### src/verilog/srwd_pkg.sv
// Constants and types shared by the supply reset watchdog block
`default_nettype none

package srwd_pkg;

	// ==================================================================
	// Timebase, times in their own units
	// ==================================================================
	// 40 MHz
	localparam logic [63:0] CLK_HZ         = 64'h0000_0000_0262_5a00;
	// 140 ms least reset timeout
	localparam logic [63:0] RST_TIMEOUT_MS = 64'h0000_0000_0000_008c;
	// 1600 ms watchdog timeout
	localparam logic [63:0] WD_TIMEOUT_MS  = 64'h0000_0000_0000_0640;
	// 54 s startup period
	localparam logic [63:0] WD_STARTUP_S   = 64'h0000_0000_0000_0036;
	// 2.06 megohm, in hundredths
	localparam logic [63:0] CAP_MOHM_X100  = 64'h0000_0000_0000_00ce;
	localparam logic [63:0] MS_PER_S       = 64'h0000_0000_0000_03e8;
	localparam logic [63:0] OHM_PER_MOHM_X100 = 64'h0000_0000_0000_2710;
	localparam logic [63:0] NF_PER_F       = 64'h0000_0000_3b9a_ca00;

	// ==================================================================
	// Derived cycle counts
	// ==================================================================
	// Least time, so round up
	localparam logic [31:0] RST_TIMEOUT_CYC = 32'((RST_TIMEOUT_MS * CLK_HZ
		+ MS_PER_S - 64'h1) / MS_PER_S);
	localparam logic [31:0] WD_TIMEOUT_CYC  = 32'((WD_TIMEOUT_MS * CLK_HZ)
		/ MS_PER_S);
	localparam logic [31:0] WD_STARTUP_CYC  = 32'(WD_STARTUP_S * CLK_HZ);
	// Cycles of reset timeout per nF of timing capacitor
	localparam logic [31:0] CAP_CYC_PER_NF  = 32'((CAP_MOHM_X100
		* OHM_PER_MOHM_X100 * CLK_HZ) / NF_PER_F);

	// ==================================================================
	// Channels and input synchroniser layout
	// ==================================================================
	localparam int          NCH       = 4;
	localparam int          SYNC_W    = 10;
	localparam int          SY_SUP    = 0;
	localparam int          SY_MANUAL = 4;
	localparam int          SY_MARGIN = 5;
	localparam int          SY_KICK   = 6;
	localparam int          SY_OPEN   = 7;
	localparam int          SY_TSEL   = 8;
	localparam int          SY_TOLER  = 9;
	localparam logic [9:0]  SYNC_RST  = 10'h1b0;

	// ==================================================================
	// Register map
	// ==================================================================
	localparam logic [7:0]  REG_TIME_CAP = 8'h00;
	localparam logic [7:0]  REG_STATE    = 8'h04;
	localparam logic [7:0]  REG_IRQ_STAT = 8'h08;
	localparam logic [7:0]  REG_IRQ_MASK = 8'h0c;
	localparam logic [15:0] TIME_CAP_RST = 16'h0002;
	localparam logic [3:0]  IRQ_MASK_RST = 4'h0;
	localparam int          IRQ_SUPPLY   = 0;
	localparam int          IRQ_MANUAL   = 1;
	localparam int          IRQ_WDOG     = 2;
	localparam int          IRQ_RELEASE  = 3;
	localparam int          ST_RESET_N   = 0;
	localparam int          ST_WD_RUN    = 1;
	localparam int          ST_WD_OPEN   = 2;
	localparam int          ST_TSEL      = 3;
	localparam int          ST_TOLER     = 4;
	localparam int          ST_SUPPLY    = 8;

	typedef enum logic [1:0] {WD_OFF, WD_START, WD_RUN} srwd_wd_type;

endpackage : srwd_pkg

`default_nettype wire

### src/verilog/srwd_top.sv
// Supply reset and watchdog supervisor with APB registers
// Notes on behaviour
// - Steady watchdog input past timeout asserts reset
// - Reset or kick edge clears watchdog timer
// - After reset, 54 s allowed for first kick
// - Floating watchdog input disables the watchdog
// - Manual reset low drives reset low
// - Reset held full timeout after manual release
// - Any low supply or manual reset asserts reset
// - Release only after timeout from all-good
// - Timeout select high: internal, else capacitor scaled
// - Tolerance select picks 5% or 10% thresholds
// - Each channel output follows its own supply
// - Margin low forces reset and channel outputs high
//
// The APB interface to the registers and the register addresses are this design's own decisions.
`default_nettype none
`timescale 1ns/10ps

module srwd_top
	import srwd_pkg::*;
#(
	parameter logic [31:0] RST_CYCLES     = RST_TIMEOUT_CYC,
	parameter logic [31:0] WD_CYCLES      = WD_TIMEOUT_CYC,
	parameter logic [31:0] STARTUP_CYCLES = WD_STARTUP_CYC
) (
	input  wire logic            pclk,
	input  wire logic            presetn,
	input  wire logic            clk_en,
	input  wire logic [7:0]      paddr,
	input  wire logic            psel,
	input  wire logic            penable,
	input  wire logic            pwrite,
	input  wire logic [31:0]     pwdata,
	output logic      [31:0]     prdata,
	output logic                 pready,
	output logic                 pslverr,
	input  wire logic [NCH-1:0]  monitored_supply,
	input  wire logic            manual_reset_n,
	input  wire logic            margin_n,
	input  wire logic            watchdog_kick_in,
	input  wire logic            watchdog_open,
	input  wire logic            timeout_select,
	input  wire logic            tolerance_select,
	output logic                 reset_n,
	output logic      [NCH-1:0]  channel_good_n,
	output logic                 threshold_set,
	output logic                 irq
);

	typedef struct packed {
		srwd_wd_type      wd_st;
		logic [31:0]      wd_cnt;
		logic             wd_last;
		logic             wd_exp;
		logic             rst_on;
		logic [31:0]      rst_cnt;
		logic [15:0]      cap;
		logic [3:0]       istat;
		logic [3:0]       imask;
		logic [NCH-1:0]   sup_last;
		logic             manual_last;
		logic             reset_n;
		logic [NCH-1:0]   good_n;
		logic             toler;
		logic             pready;
		logic             pslverr;
		logic [31:0]      prdata;
		logic             irq;
	} srwd_state_type;

	srwd_state_type       st_q;
	srwd_state_type       st_d;
	logic [SYNC_W-1:0]    pins_s;
	logic [NCH-1:0]       sup_s;
	logic                 manual_s;
	logic                 margin_s;
	logic                 kick_s;
	logic                 open_s;
	logic                 tsel_s;
	logic                 toler_s;
	logic                 kick_edge;
	logic                 rst_cause;
	logic [31:0]          rst_lim;
	logic [47:0]          cap_cyc;
	logic                 wr_en;
	logic                 rd_setup;
	logic [3:0]           ev;

	// ==================================================================
	// Helpers
	// ==================================================================
	function automatic logic reg_hit(input logic [7:0] addr,
		input logic [7:0] off);
		reg_hit = (addr == off);
	endfunction : reg_hit

	// ==================================================================
	// Pin synchronisers
	// ==================================================================
	// all pins re-timed
	srwd_sync #(
		.W       (SYNC_W),
		.RST_VAL (SYNC_RST)
	) u_sync (
		.pclk    (pclk),
		.presetn (presetn),
		.clk_en  (clk_en),
		.d       ({tolerance_select, timeout_select, watchdog_open,
			watchdog_kick_in, margin_n, manual_reset_n,
			monitored_supply}),
		.q       (pins_s)
	);

	assign sup_s    = pins_s[SY_SUP +: NCH];
	assign manual_s = pins_s[SY_MANUAL];
	assign margin_s = pins_s[SY_MARGIN];
	assign kick_s   = pins_s[SY_KICK];
	assign open_s   = pins_s[SY_OPEN];
	assign tsel_s   = pins_s[SY_TSEL];
	assign toler_s  = pins_s[SY_TOLER];

	// edges from the synchronised samples only
	assign kick_edge = kick_s ^ st_q.wd_last;

	assign rst_cause = ~(&sup_s) | ~manual_s | st_q.wd_exp;

	// capacitor timeout saturates rather than wraps
	assign cap_cyc = 48'(st_q.cap) * 48'(CAP_CYC_PER_NF);
	always_comb begin
		if (tsel_s) begin
			rst_lim = RST_CYCLES;
		end else if (|cap_cyc[47:32]) begin
			rst_lim = 32'hffff_ffff;
		end else begin
			rst_lim = cap_cyc[31:0];
		end
	end

	assign wr_en    = psel & penable & st_q.pready & pwrite;
	assign rd_setup = psel & ~penable;

	// ==================================================================
	// Next state
	// ==================================================================
	always_comb begin
		st_d          = st_q;
		st_d.wd_last     = kick_s;
		st_d.sup_last    = sup_s;
		st_d.manual_last = manual_s;
		st_d.wd_exp   = 1'b0;

		// Reset timeout counter
		if (rst_cause) begin
			st_d.rst_on  = 1'b1;
			st_d.rst_cnt = 32'h0;
		end else if (st_q.rst_on) begin
			// hold the full timeout from all-good
			if (st_q.rst_cnt + 32'h1 >= rst_lim) begin
				st_d.rst_on  = 1'b0;
				st_d.rst_cnt = 32'h0;
			end else begin
				st_d.rst_cnt = st_q.rst_cnt + 32'h1;
			end
		end

		// Watchdog
		if (open_s) begin
			st_d.wd_st  = WD_OFF;
			st_d.wd_cnt = 32'h0;
		end else if (st_q.rst_on) begin
			st_d.wd_st  = WD_START;
			st_d.wd_cnt = 32'h0;
		end else begin
			unique case (st_q.wd_st)
				WD_OFF: begin
					st_d.wd_st  = WD_START;
					st_d.wd_cnt = 32'h0;
				end
				WD_START: begin
					if (kick_edge) begin
						st_d.wd_st  = WD_RUN;
						st_d.wd_cnt = 32'h0;
					// long window for the first kick
					end else if (st_q.wd_cnt + 32'h1 >= STARTUP_CYCLES) begin
						st_d.wd_exp = 1'b1;
						st_d.wd_cnt = 32'h0;
					end else begin
						st_d.wd_cnt = st_q.wd_cnt + 32'h1;
					end
				end
				WD_RUN: begin
					if (kick_edge) begin
						st_d.wd_cnt = 32'h0;
					// steady input runs out the timer
					end else if (st_q.wd_cnt + 32'h1 >= WD_CYCLES) begin
						st_d.wd_exp = 1'b1;
						st_d.wd_cnt = 32'h0;
					end else begin
						st_d.wd_cnt = st_q.wd_cnt + 32'h1;
					end
				end
			endcase
		end

		// Events
		ev              = 4'h0;
		ev[IRQ_SUPPLY]  = |(st_q.sup_last & ~sup_s);
		ev[IRQ_MANUAL]  = st_q.manual_last & ~manual_s;
		ev[IRQ_WDOG]    = st_q.wd_exp;
		ev[IRQ_RELEASE] = st_q.rst_on & ~st_d.rst_on;

		// Register writes; a new event beats a clear
		if (wr_en && reg_hit(paddr, REG_TIME_CAP)) begin
			st_d.cap = pwdata[15:0];
		end
		if (wr_en && reg_hit(paddr, REG_IRQ_MASK)) begin
			st_d.imask = pwdata[3:0];
		end
		if (wr_en && reg_hit(paddr, REG_IRQ_STAT)) begin
			st_d.istat = st_q.istat & ~pwdata[3:0];
		end
		st_d.istat = st_d.istat | ev;
		st_d.irq   = |(st_d.istat & st_d.imask);

		// Read answer prepared in setup, shown in access
		st_d.pready  = rd_setup;
		st_d.pslverr = 1'b0;
		st_d.prdata  = 32'h0;
		if (rd_setup) begin
			if (reg_hit(paddr, REG_TIME_CAP)) begin
				st_d.prdata[15:0] = st_q.cap;
			end else if (reg_hit(paddr, REG_STATE)) begin
				st_d.prdata[ST_RESET_N]        = st_q.reset_n;
				st_d.prdata[ST_WD_RUN]         = st_q.wd_st == WD_RUN;
				st_d.prdata[ST_WD_OPEN]        = st_q.wd_st == WD_OFF;
				st_d.prdata[ST_TSEL]           = tsel_s;
				st_d.prdata[ST_TOLER]          = st_q.toler;
				st_d.prdata[ST_SUPPLY +: NCH]  = sup_s;
			end else if (reg_hit(paddr, REG_IRQ_STAT)) begin
				st_d.prdata[3:0] = st_q.istat;
			end else if (reg_hit(paddr, REG_IRQ_MASK)) begin
				st_d.prdata[3:0] = st_q.imask;
			end else begin
				st_d.pslverr = 1'b1;
			end
		end

		st_d.toler = toler_s;

		if (!margin_s) begin
			st_d.reset_n = 1'b1;
			st_d.good_n  = {NCH{1'b1}};
		end else begin
			st_d.reset_n = ~st_d.rst_on;
			// each channel on its own supply
			st_d.good_n  = sup_s;
		end
	end

	// ==================================================================
	// State register
	// ==================================================================
	// Power-up starts in reset so the timeout runs once
	always_ff @(posedge pclk or negedge presetn) begin
		if (!presetn) begin
			st_q          <= '0;
			st_q.wd_st    <= WD_OFF;
			st_q.wd_last     <= SYNC_RST[SY_KICK];
			st_q.manual_last <= 1'b1;
			st_q.rst_on      <= 1'b1;
			st_q.cap         <= TIME_CAP_RST;
			st_q.imask    <= IRQ_MASK_RST;
		end else if (clk_en) begin
			st_q <= st_d;
		end
	end

	assign prdata         = st_q.prdata;
	assign pready         = st_q.pready;
	assign pslverr        = st_q.pslverr;
	assign reset_n        = st_q.reset_n;
	assign channel_good_n = st_q.good_n;
	assign threshold_set  = st_q.toler;
	assign irq            = st_q.irq;

	// ==================================================================
	// Checks
	// ==================================================================
	chk_wd_expire_rst: assert property (
		@(posedge pclk) disable iff (!presetn)
		clk_en && st_q.wd_exp |=> st_q.rst_on)
		else $error("watchdog expiry did not assert reset");

	chk_wd_run_bound: assert property (
		@(posedge pclk) disable iff (!presetn)
		st_q.wd_st == WD_RUN |-> st_q.wd_cnt < WD_CYCLES)
		else $error("watchdog count passed its timeout");

	chk_wd_kick_clear: assert property (
		@(posedge pclk) disable iff (!presetn)
		clk_en && kick_edge && !open_s && !st_q.rst_on
		&& st_q.wd_st != WD_OFF
		|=> st_q.wd_cnt == 32'h0 && st_q.wd_st == WD_RUN && !st_q.wd_exp)
		else $error("kick edge did not clear watchdog");

	chk_wd_rst_clear: assert property (
		@(posedge pclk) disable iff (!presetn)
		clk_en && st_q.rst_on && !open_s
		|=> st_q.wd_st == WD_START && st_q.wd_cnt == 32'h0)
		else $error("watchdog not cleared during reset");

	chk_startup_window: assert property (
		@(posedge pclk) disable iff (!presetn)
		clk_en && st_q.wd_st == WD_START && !st_q.rst_on && !open_s
		&& !kick_edge && st_q.wd_cnt + 32'h1 < STARTUP_CYCLES
		|=> !st_q.wd_exp && st_q.wd_cnt == $past(st_q.wd_cnt) + 32'h1)
		else $error("startup window cut short");

	chk_wd_open_off: assert property (
		@(posedge pclk) disable iff (!presetn)
		clk_en && open_s |=> st_q.wd_st == WD_OFF && !st_q.wd_exp)
		else $error("floating input left watchdog running");

	chk_manual_assert: assert property (
		@(posedge pclk) disable iff (!presetn)
		clk_en && !manual_s && margin_s |=> !reset_n)
		else $error("manual reset did not drive reset low");

	chk_supply_assert: assert property (
		@(posedge pclk) disable iff (!presetn)
		clk_en && !(&sup_s) && margin_s |=> !reset_n && st_q.rst_cnt == 0)
		else $error("low supply did not assert reset");

	chk_hold_timeout: assert property (
		@(posedge pclk) disable iff (!presetn)
		clk_en && st_q.rst_on && !rst_cause
		&& st_q.rst_cnt + 32'h1 < rst_lim
		|=> st_q.rst_on && st_q.rst_cnt == $past(st_q.rst_cnt) + 32'h1)
		else $error("reset released before its timeout");

	chk_release_at_lim: assert property (
		@(posedge pclk) disable iff (!presetn)
		clk_en && st_q.rst_on && !rst_cause
		&& st_q.rst_cnt + 32'h1 >= rst_lim
		|=> !st_q.rst_on && reset_n)
		else $error("reset not released at timeout");

	chk_timeout_src: assert property (
		@(posedge pclk) disable iff (!presetn)
		tsel_s |-> rst_lim == RST_CYCLES)
		else $error("internal timeout not selected");

	chk_strap_follow: assert property (
		@(posedge pclk) disable iff (!presetn)
		clk_en |=> threshold_set == $past(toler_s))
		else $error("threshold set does not follow strap");

	chk_chan_follow: assert property (
		@(posedge pclk) disable iff (!presetn)
		clk_en && margin_s |=> channel_good_n == $past(sup_s))
		else $error("channel output does not follow supply");

	chk_margin_force: assert property (
		@(posedge pclk) disable iff (!presetn)
		clk_en && !margin_s |=> reset_n && &channel_good_n)
		else $error("margin did not force outputs high");

endmodule : srwd_top

`default_nettype wire

### src/verilog/srwd_sync.sv
// Two-stage synchroniser bank for asynchronous pins
`default_nettype none
`timescale 1ns/10ps

module srwd_sync #(
	parameter int              W       = 1,
	parameter logic [W-1:0]    RST_VAL = '0
) (
	input  wire logic          pclk,
	input  wire logic          presetn,
	input  wire logic          clk_en,
	input  wire logic [W-1:0]  d,
	output logic      [W-1:0]  q
);

	typedef struct packed {
		logic [W-1:0] s1;
		logic [W-1:0] s2;
	} srwd_sync_state_type;

	srwd_sync_state_type st_q;
	srwd_sync_state_type st_d;

	// ==================================================================
	// Stages
	// ==================================================================
	// First stage feeds only the second
	always_comb begin
		st_d    = st_q;
		st_d.s1 = d;
		st_d.s2 = st_q.s1;
	end

	always_ff @(posedge pclk or negedge presetn) begin
		if (!presetn) begin
			st_q <= {RST_VAL, RST_VAL};
		end else if (clk_en) begin
			st_q <= st_d;
		end
	end

	assign q = st_q.s2;

endmodule : srwd_sync

`default_nettype wire

### config.mk
export PLATFORM = sky130hd
export DESIGN_NAME = srwd_top
export DESIGN_NICKNAME = d
export VERILOG_FILES = /design/src/verilog/srwd_pkg.sv /design/src/verilog/srwd_top.sv /design/src/verilog/srwd_sync.sv
export SDC_FILE = /design/constraint.sdc
export NUM_CORES = 1
export LEC_CHECK = 0
export BUFFER_PORTS_ARGS = -buffer_cell sky130_fd_sc_hd__clkbuf_2
export CORE_MARGIN = 2
export CORE_UTILIZATION = 36
export DETAILED_ROUTE_END_ITERATION = 10
export PLACE_DENSITY = 0.52
export SETUP_SLACK_MARGIN = 0.1
export SYNTH_ARGS = -nofsm -noshare
export SYNTH_HDL_FRONTEND = slang
export SYNTH_SLANG_ARGS = --single-unit
export TNS_END_PERCENT = 10
### constraint.sdc
create_clock -name pclk -period 18.7 [get_ports pclk]
set_input_delay 3.74 -clock pclk [delete_from_list [all_inputs] [get_ports pclk]]
set_output_delay 3.74 -clock pclk [all_outputs]
set_load 0.01 [all_outputs]
==> impl_metrics.py <==
metrics = {
    "cells_and_area": {
        "synthToLayoutAreaGrowth_pct": 8.47,
        "diodes": 0,
        "fillers": 3585,
        "nets": 1660,
        "layout-drive-gt1-share_pct": 12.6,
        "fin_util_pct": 39.3,
    },
    "yosys": {
        "synth_top_cell_area_share_pct": 25.8,
        "synth_seq_area_share_pct": 28.1,
        "synth_edf_count": 0,
        "yosys_warnings": 0,
        "syn-instance-count": 1411,
        "avgSynthCellArea_um2": 9.06,
        "async_reset_ff_share_pct": 100,
        "synthFlopType": "dfrtp_1",
        "yosysTopAreaCell": "dfrtp_1",
        "ys_ff_latch": 143,
        "yosysUniqueCellTypes": 79,
        "yosys-top-cells-area": "dfrtp_1 26%, ha_1 14%, fa_1 7.2%",
        "synth_area_um2": 12800,
    },
    "clock_network": {
        "clkTransAtPathRegs_ns": 0.06,
        "cts_tree": "yes",
        "cts_buffers": 17,
        "hold_buffers": 0,
        "post_cts_buffers": 0,
        "htree_levels": 4,
        "ctsResizeCount": 0,
        "cts.path.max_buffers": 2,
        "cts_root_buffer": "clkbuf_16",
        "clkSinkCount": 143,
        "clk_latency_ns": 0.44,
    },
    "grt": {
        "grt_first_pass_wirelength_um": 51200,
        "gr-total-overflow": 0,
        "grt_pass1_vias": 9846,
        "grt_max_degree": 86,
        "grt.total_usage_pct": 17.3,
        "antenna_found_initial": 0,
    },
    "worst_setup_path": {
        "reg2reg_depth": 27,
        "arrival_ns": 8.07,
        "worstPathRequired_ns": 19.07,
        "cpMostUsedCell": "ha_1",
        "endpoint_kind": "register",
        "slowest_delay_ns": 0.61,
        "cp_max_fo": 24,
        "crit_slowest_cell": "dfrtp_1",
        "worstReg2RegEnd": "st_q[70]",
        "critPathLaunchType": "register",
        "crit_buf_inv": 4,
        "r2r-start": "st_q[62]",
        "cpLargestDelayFamily": "adder cells",
        "rrSetupSlack_ns": 11.00,
        "critical_path_class": "reg -> reg",
    },
    "die": {
        "die_h_um": 192,
        "ios": 97,
        "fp.dieW_um": 192,
        "die-area_um2": 37000,
        "rows": 69,
        "start_util_pct": 36.2,
        "core_area_um2": 35300,
    },
    "worst_hold_path": {
        "hold_path_startpoint": "u_sync.st_d[0]",
        "whs_endpoint": "u_sync.q[0]",
        "hold_path_class": "reg -> reg",
        "hold_depth": 2,
    },
    "timing": {
        "setup-violations-final": 0,
        "fmax_ghz": 0.130,
        "tightest_slew_ns": 1.06,
        "fin_skew_ns": 0.0160,
        "drv_slew": 0,
        "finalCriticalPeriod_ns": 7.70,
        "rsz0062_at_grt": "false",
        "finalSetupTns_ns": 0,
        "slew_headroom_pct": 29.2,
        "holdWs_ns": 0.498,
        "hold_viol": 0,
        "fin_crit_sh_pct": 41.2,
        "setup_slack_ns": 11.00,
    },
    "route": {
        "wl_per_cell_um": 16.1,
        "dr.pass1.iters": 6,
        "viasPerCell": 5.29,
        "wl_um": 30500,
        "vias": 10000,
        "drtIter0Drc": 481,
        "route.antenna.remaining_nets": 0,
        "drt_drc_violations_left": 0,
    },
    "pwr": {
        "powerDensity_nw_per_um2": 55.2,
        "swShare_pct": 26.8,
        "seqPwrFrac_pct": 43.5,
        "power.internal_uw": 560,
        "power.leakage_uw": 0.00676,
        "ir_drop_uv": 62.0,
        "total_switching_power_uw": 205,
        "combPwrFrac_pct": 8.4,
        "power.share.clock_pct": 48.1,
    },
    "place": {
        "post-dp-hpwl_um": 22400,
        "portBuffers": 64,
        "dp_slack_ns": 10.97,
        "gp_congestion": 0.800,
    },
    "flow_run": {
        "maxCapViolCount": 0,
    },
    "run_status": {
        "outcome": "complete, no violations",
    },
}
-- worst register-to-register path: cells and delay by family (launching register included) --
kind / cells / cell delay [ns]
adder cells (fa/ha/maj): 7 / 2.89
AND/OR/NAND/NOR: 8 / 1.94
AO/OA/AOI/OAI: 7 / 1.33
flip-flops: 1 / 0.61
buffers and inverters: 4 / 0.61
multiplexers: 1 / 0.27
-- through the flow --
step                      instances  total power (µW)  cell area, µm²
final                          1892               765           13900
after global routing           1892               796           13900
after CTS                      1892               776           13900
after detailed placement       1860               404           13300
after global placement         1860               403           13300
after floorplan                1426               380           12800
-- power groups by stage --
stage          Clock (µW)  Combinational (µW)  Sequential (µW)
6_report              368                64.4              333
3_3_place_gp            0                64.3              338
5_1_grt               389                72.9              334
2_1_floorplan           0                47.0              333
3_5_place_dp            0                65.1              339
4_1_cts               377                65.7              333
-- cell usage after synthesis, drive strengths merged (32+ instances only) --
cell and count:
a21o 32, a21oi 41, buf 56, clkbuf 43, dfrtp 132, fa 46
ha 140, inv 153, mux2 41, nand2 97, nand3 63, nor2 80
o21ai 74
-- sequential cells by signal (all words and copies together), names as in the netlist --
name,flops
pslverr,1
irq,1
reset_n,1
threshold_set,1
u_sync.st_d,10
st_q,97
ev,1
pready,1
channel_good_n,4
u_sync.q,10
prdata,16
-- cell usage in the layout, fill, tap and decap left out, drive strengths merged, types with 10 or more instances in the layout --
master / Yosys / routed
o22ai: 13 / 13
ha: 140 / 140
nor2: 80 / 80
nand2b: 15 / 15
nor2b: 12 / 12
nand3: 63 / 63
dfrtp: 132 / 132
fa: 46 / 46
a21o: 32 / 32
clkbuf: 43 / 81
mux2: 41 / 41
xor2: 29 / 29
a31oi: 12 / 12
nor3: 29 / 29
and2: 11 / 11
dfstp: 11 / 11
xnor2: 30 / 30
o211ai: 26 / 26
buf: 56 / 10
o31ai: 18 / 18
conb: 1 / 16
inv: 153 / 159
a41oi: 19 / 19
a22o: 12 / 12
nand2: 97 / 97
nand4: 30 / 30
o21ai: 74 / 74
mux2i: 13 / 13
and4: 12 / 12
and3: 25 / 25
or3: 10 / 10
a21oi: 41 / 41
-- cell type report --
type / instances / area (µm²) / area share [%]
Clock buffer: 19 / 433 / 3.12
Clock inverter: 13 / 179 / 1.29
Inverter: 153 / 574 / 4.14
Multi-Input combinational cell: 1031 / 8130 / 58.6
Sequential cell: 143 / 3590 / 25.9
Tap cell: 461 / 577 / 4.16
Timing Repair Buffer: 72 / 389 / 2.81
-- per-layer routing --
layer	global-route usage [%]	routed length [µm]	up-vias
met4	4.93	417	0
met5	0	0	-
li1	-	-	4981
met1	24.2	15100	4825
met3	2.64	967	29
met2	27.4	14000	172
-- worst max-delay path by stage --
stage                          end  slack [ns]  cells past startpoint      from
after global routing      st_q[70]       10.32                     27  st_q[61]
after CTS                 st_q[70]       10.89                     25  st_q[62]
final                     st_q[70]       11.00                     27  st_q[62]
after floorplan           st_q[70]       11.96                     27  st_q[56]
after detailed placement  st_q[70]       10.97                     25  st_q[62]
after global placement    st_q[70]       11.05                     27  st_q[62]
-- kinds of logic (layout without fill, tap and decap cells) --
logic type,after synthesis,in the layout,share of synthesized area (%)
mux,54,54,4.63
flops,143,143,28.1
buf+inv,252,257,8.86
xor+xnor,59,59,4.04
other cells,1,16,0.0293
compound gates,306,306,16.9
fa+ha+maj,186,186,20.9
simple gates,410,410,16.5
Power figures use the tool's default switching activity.
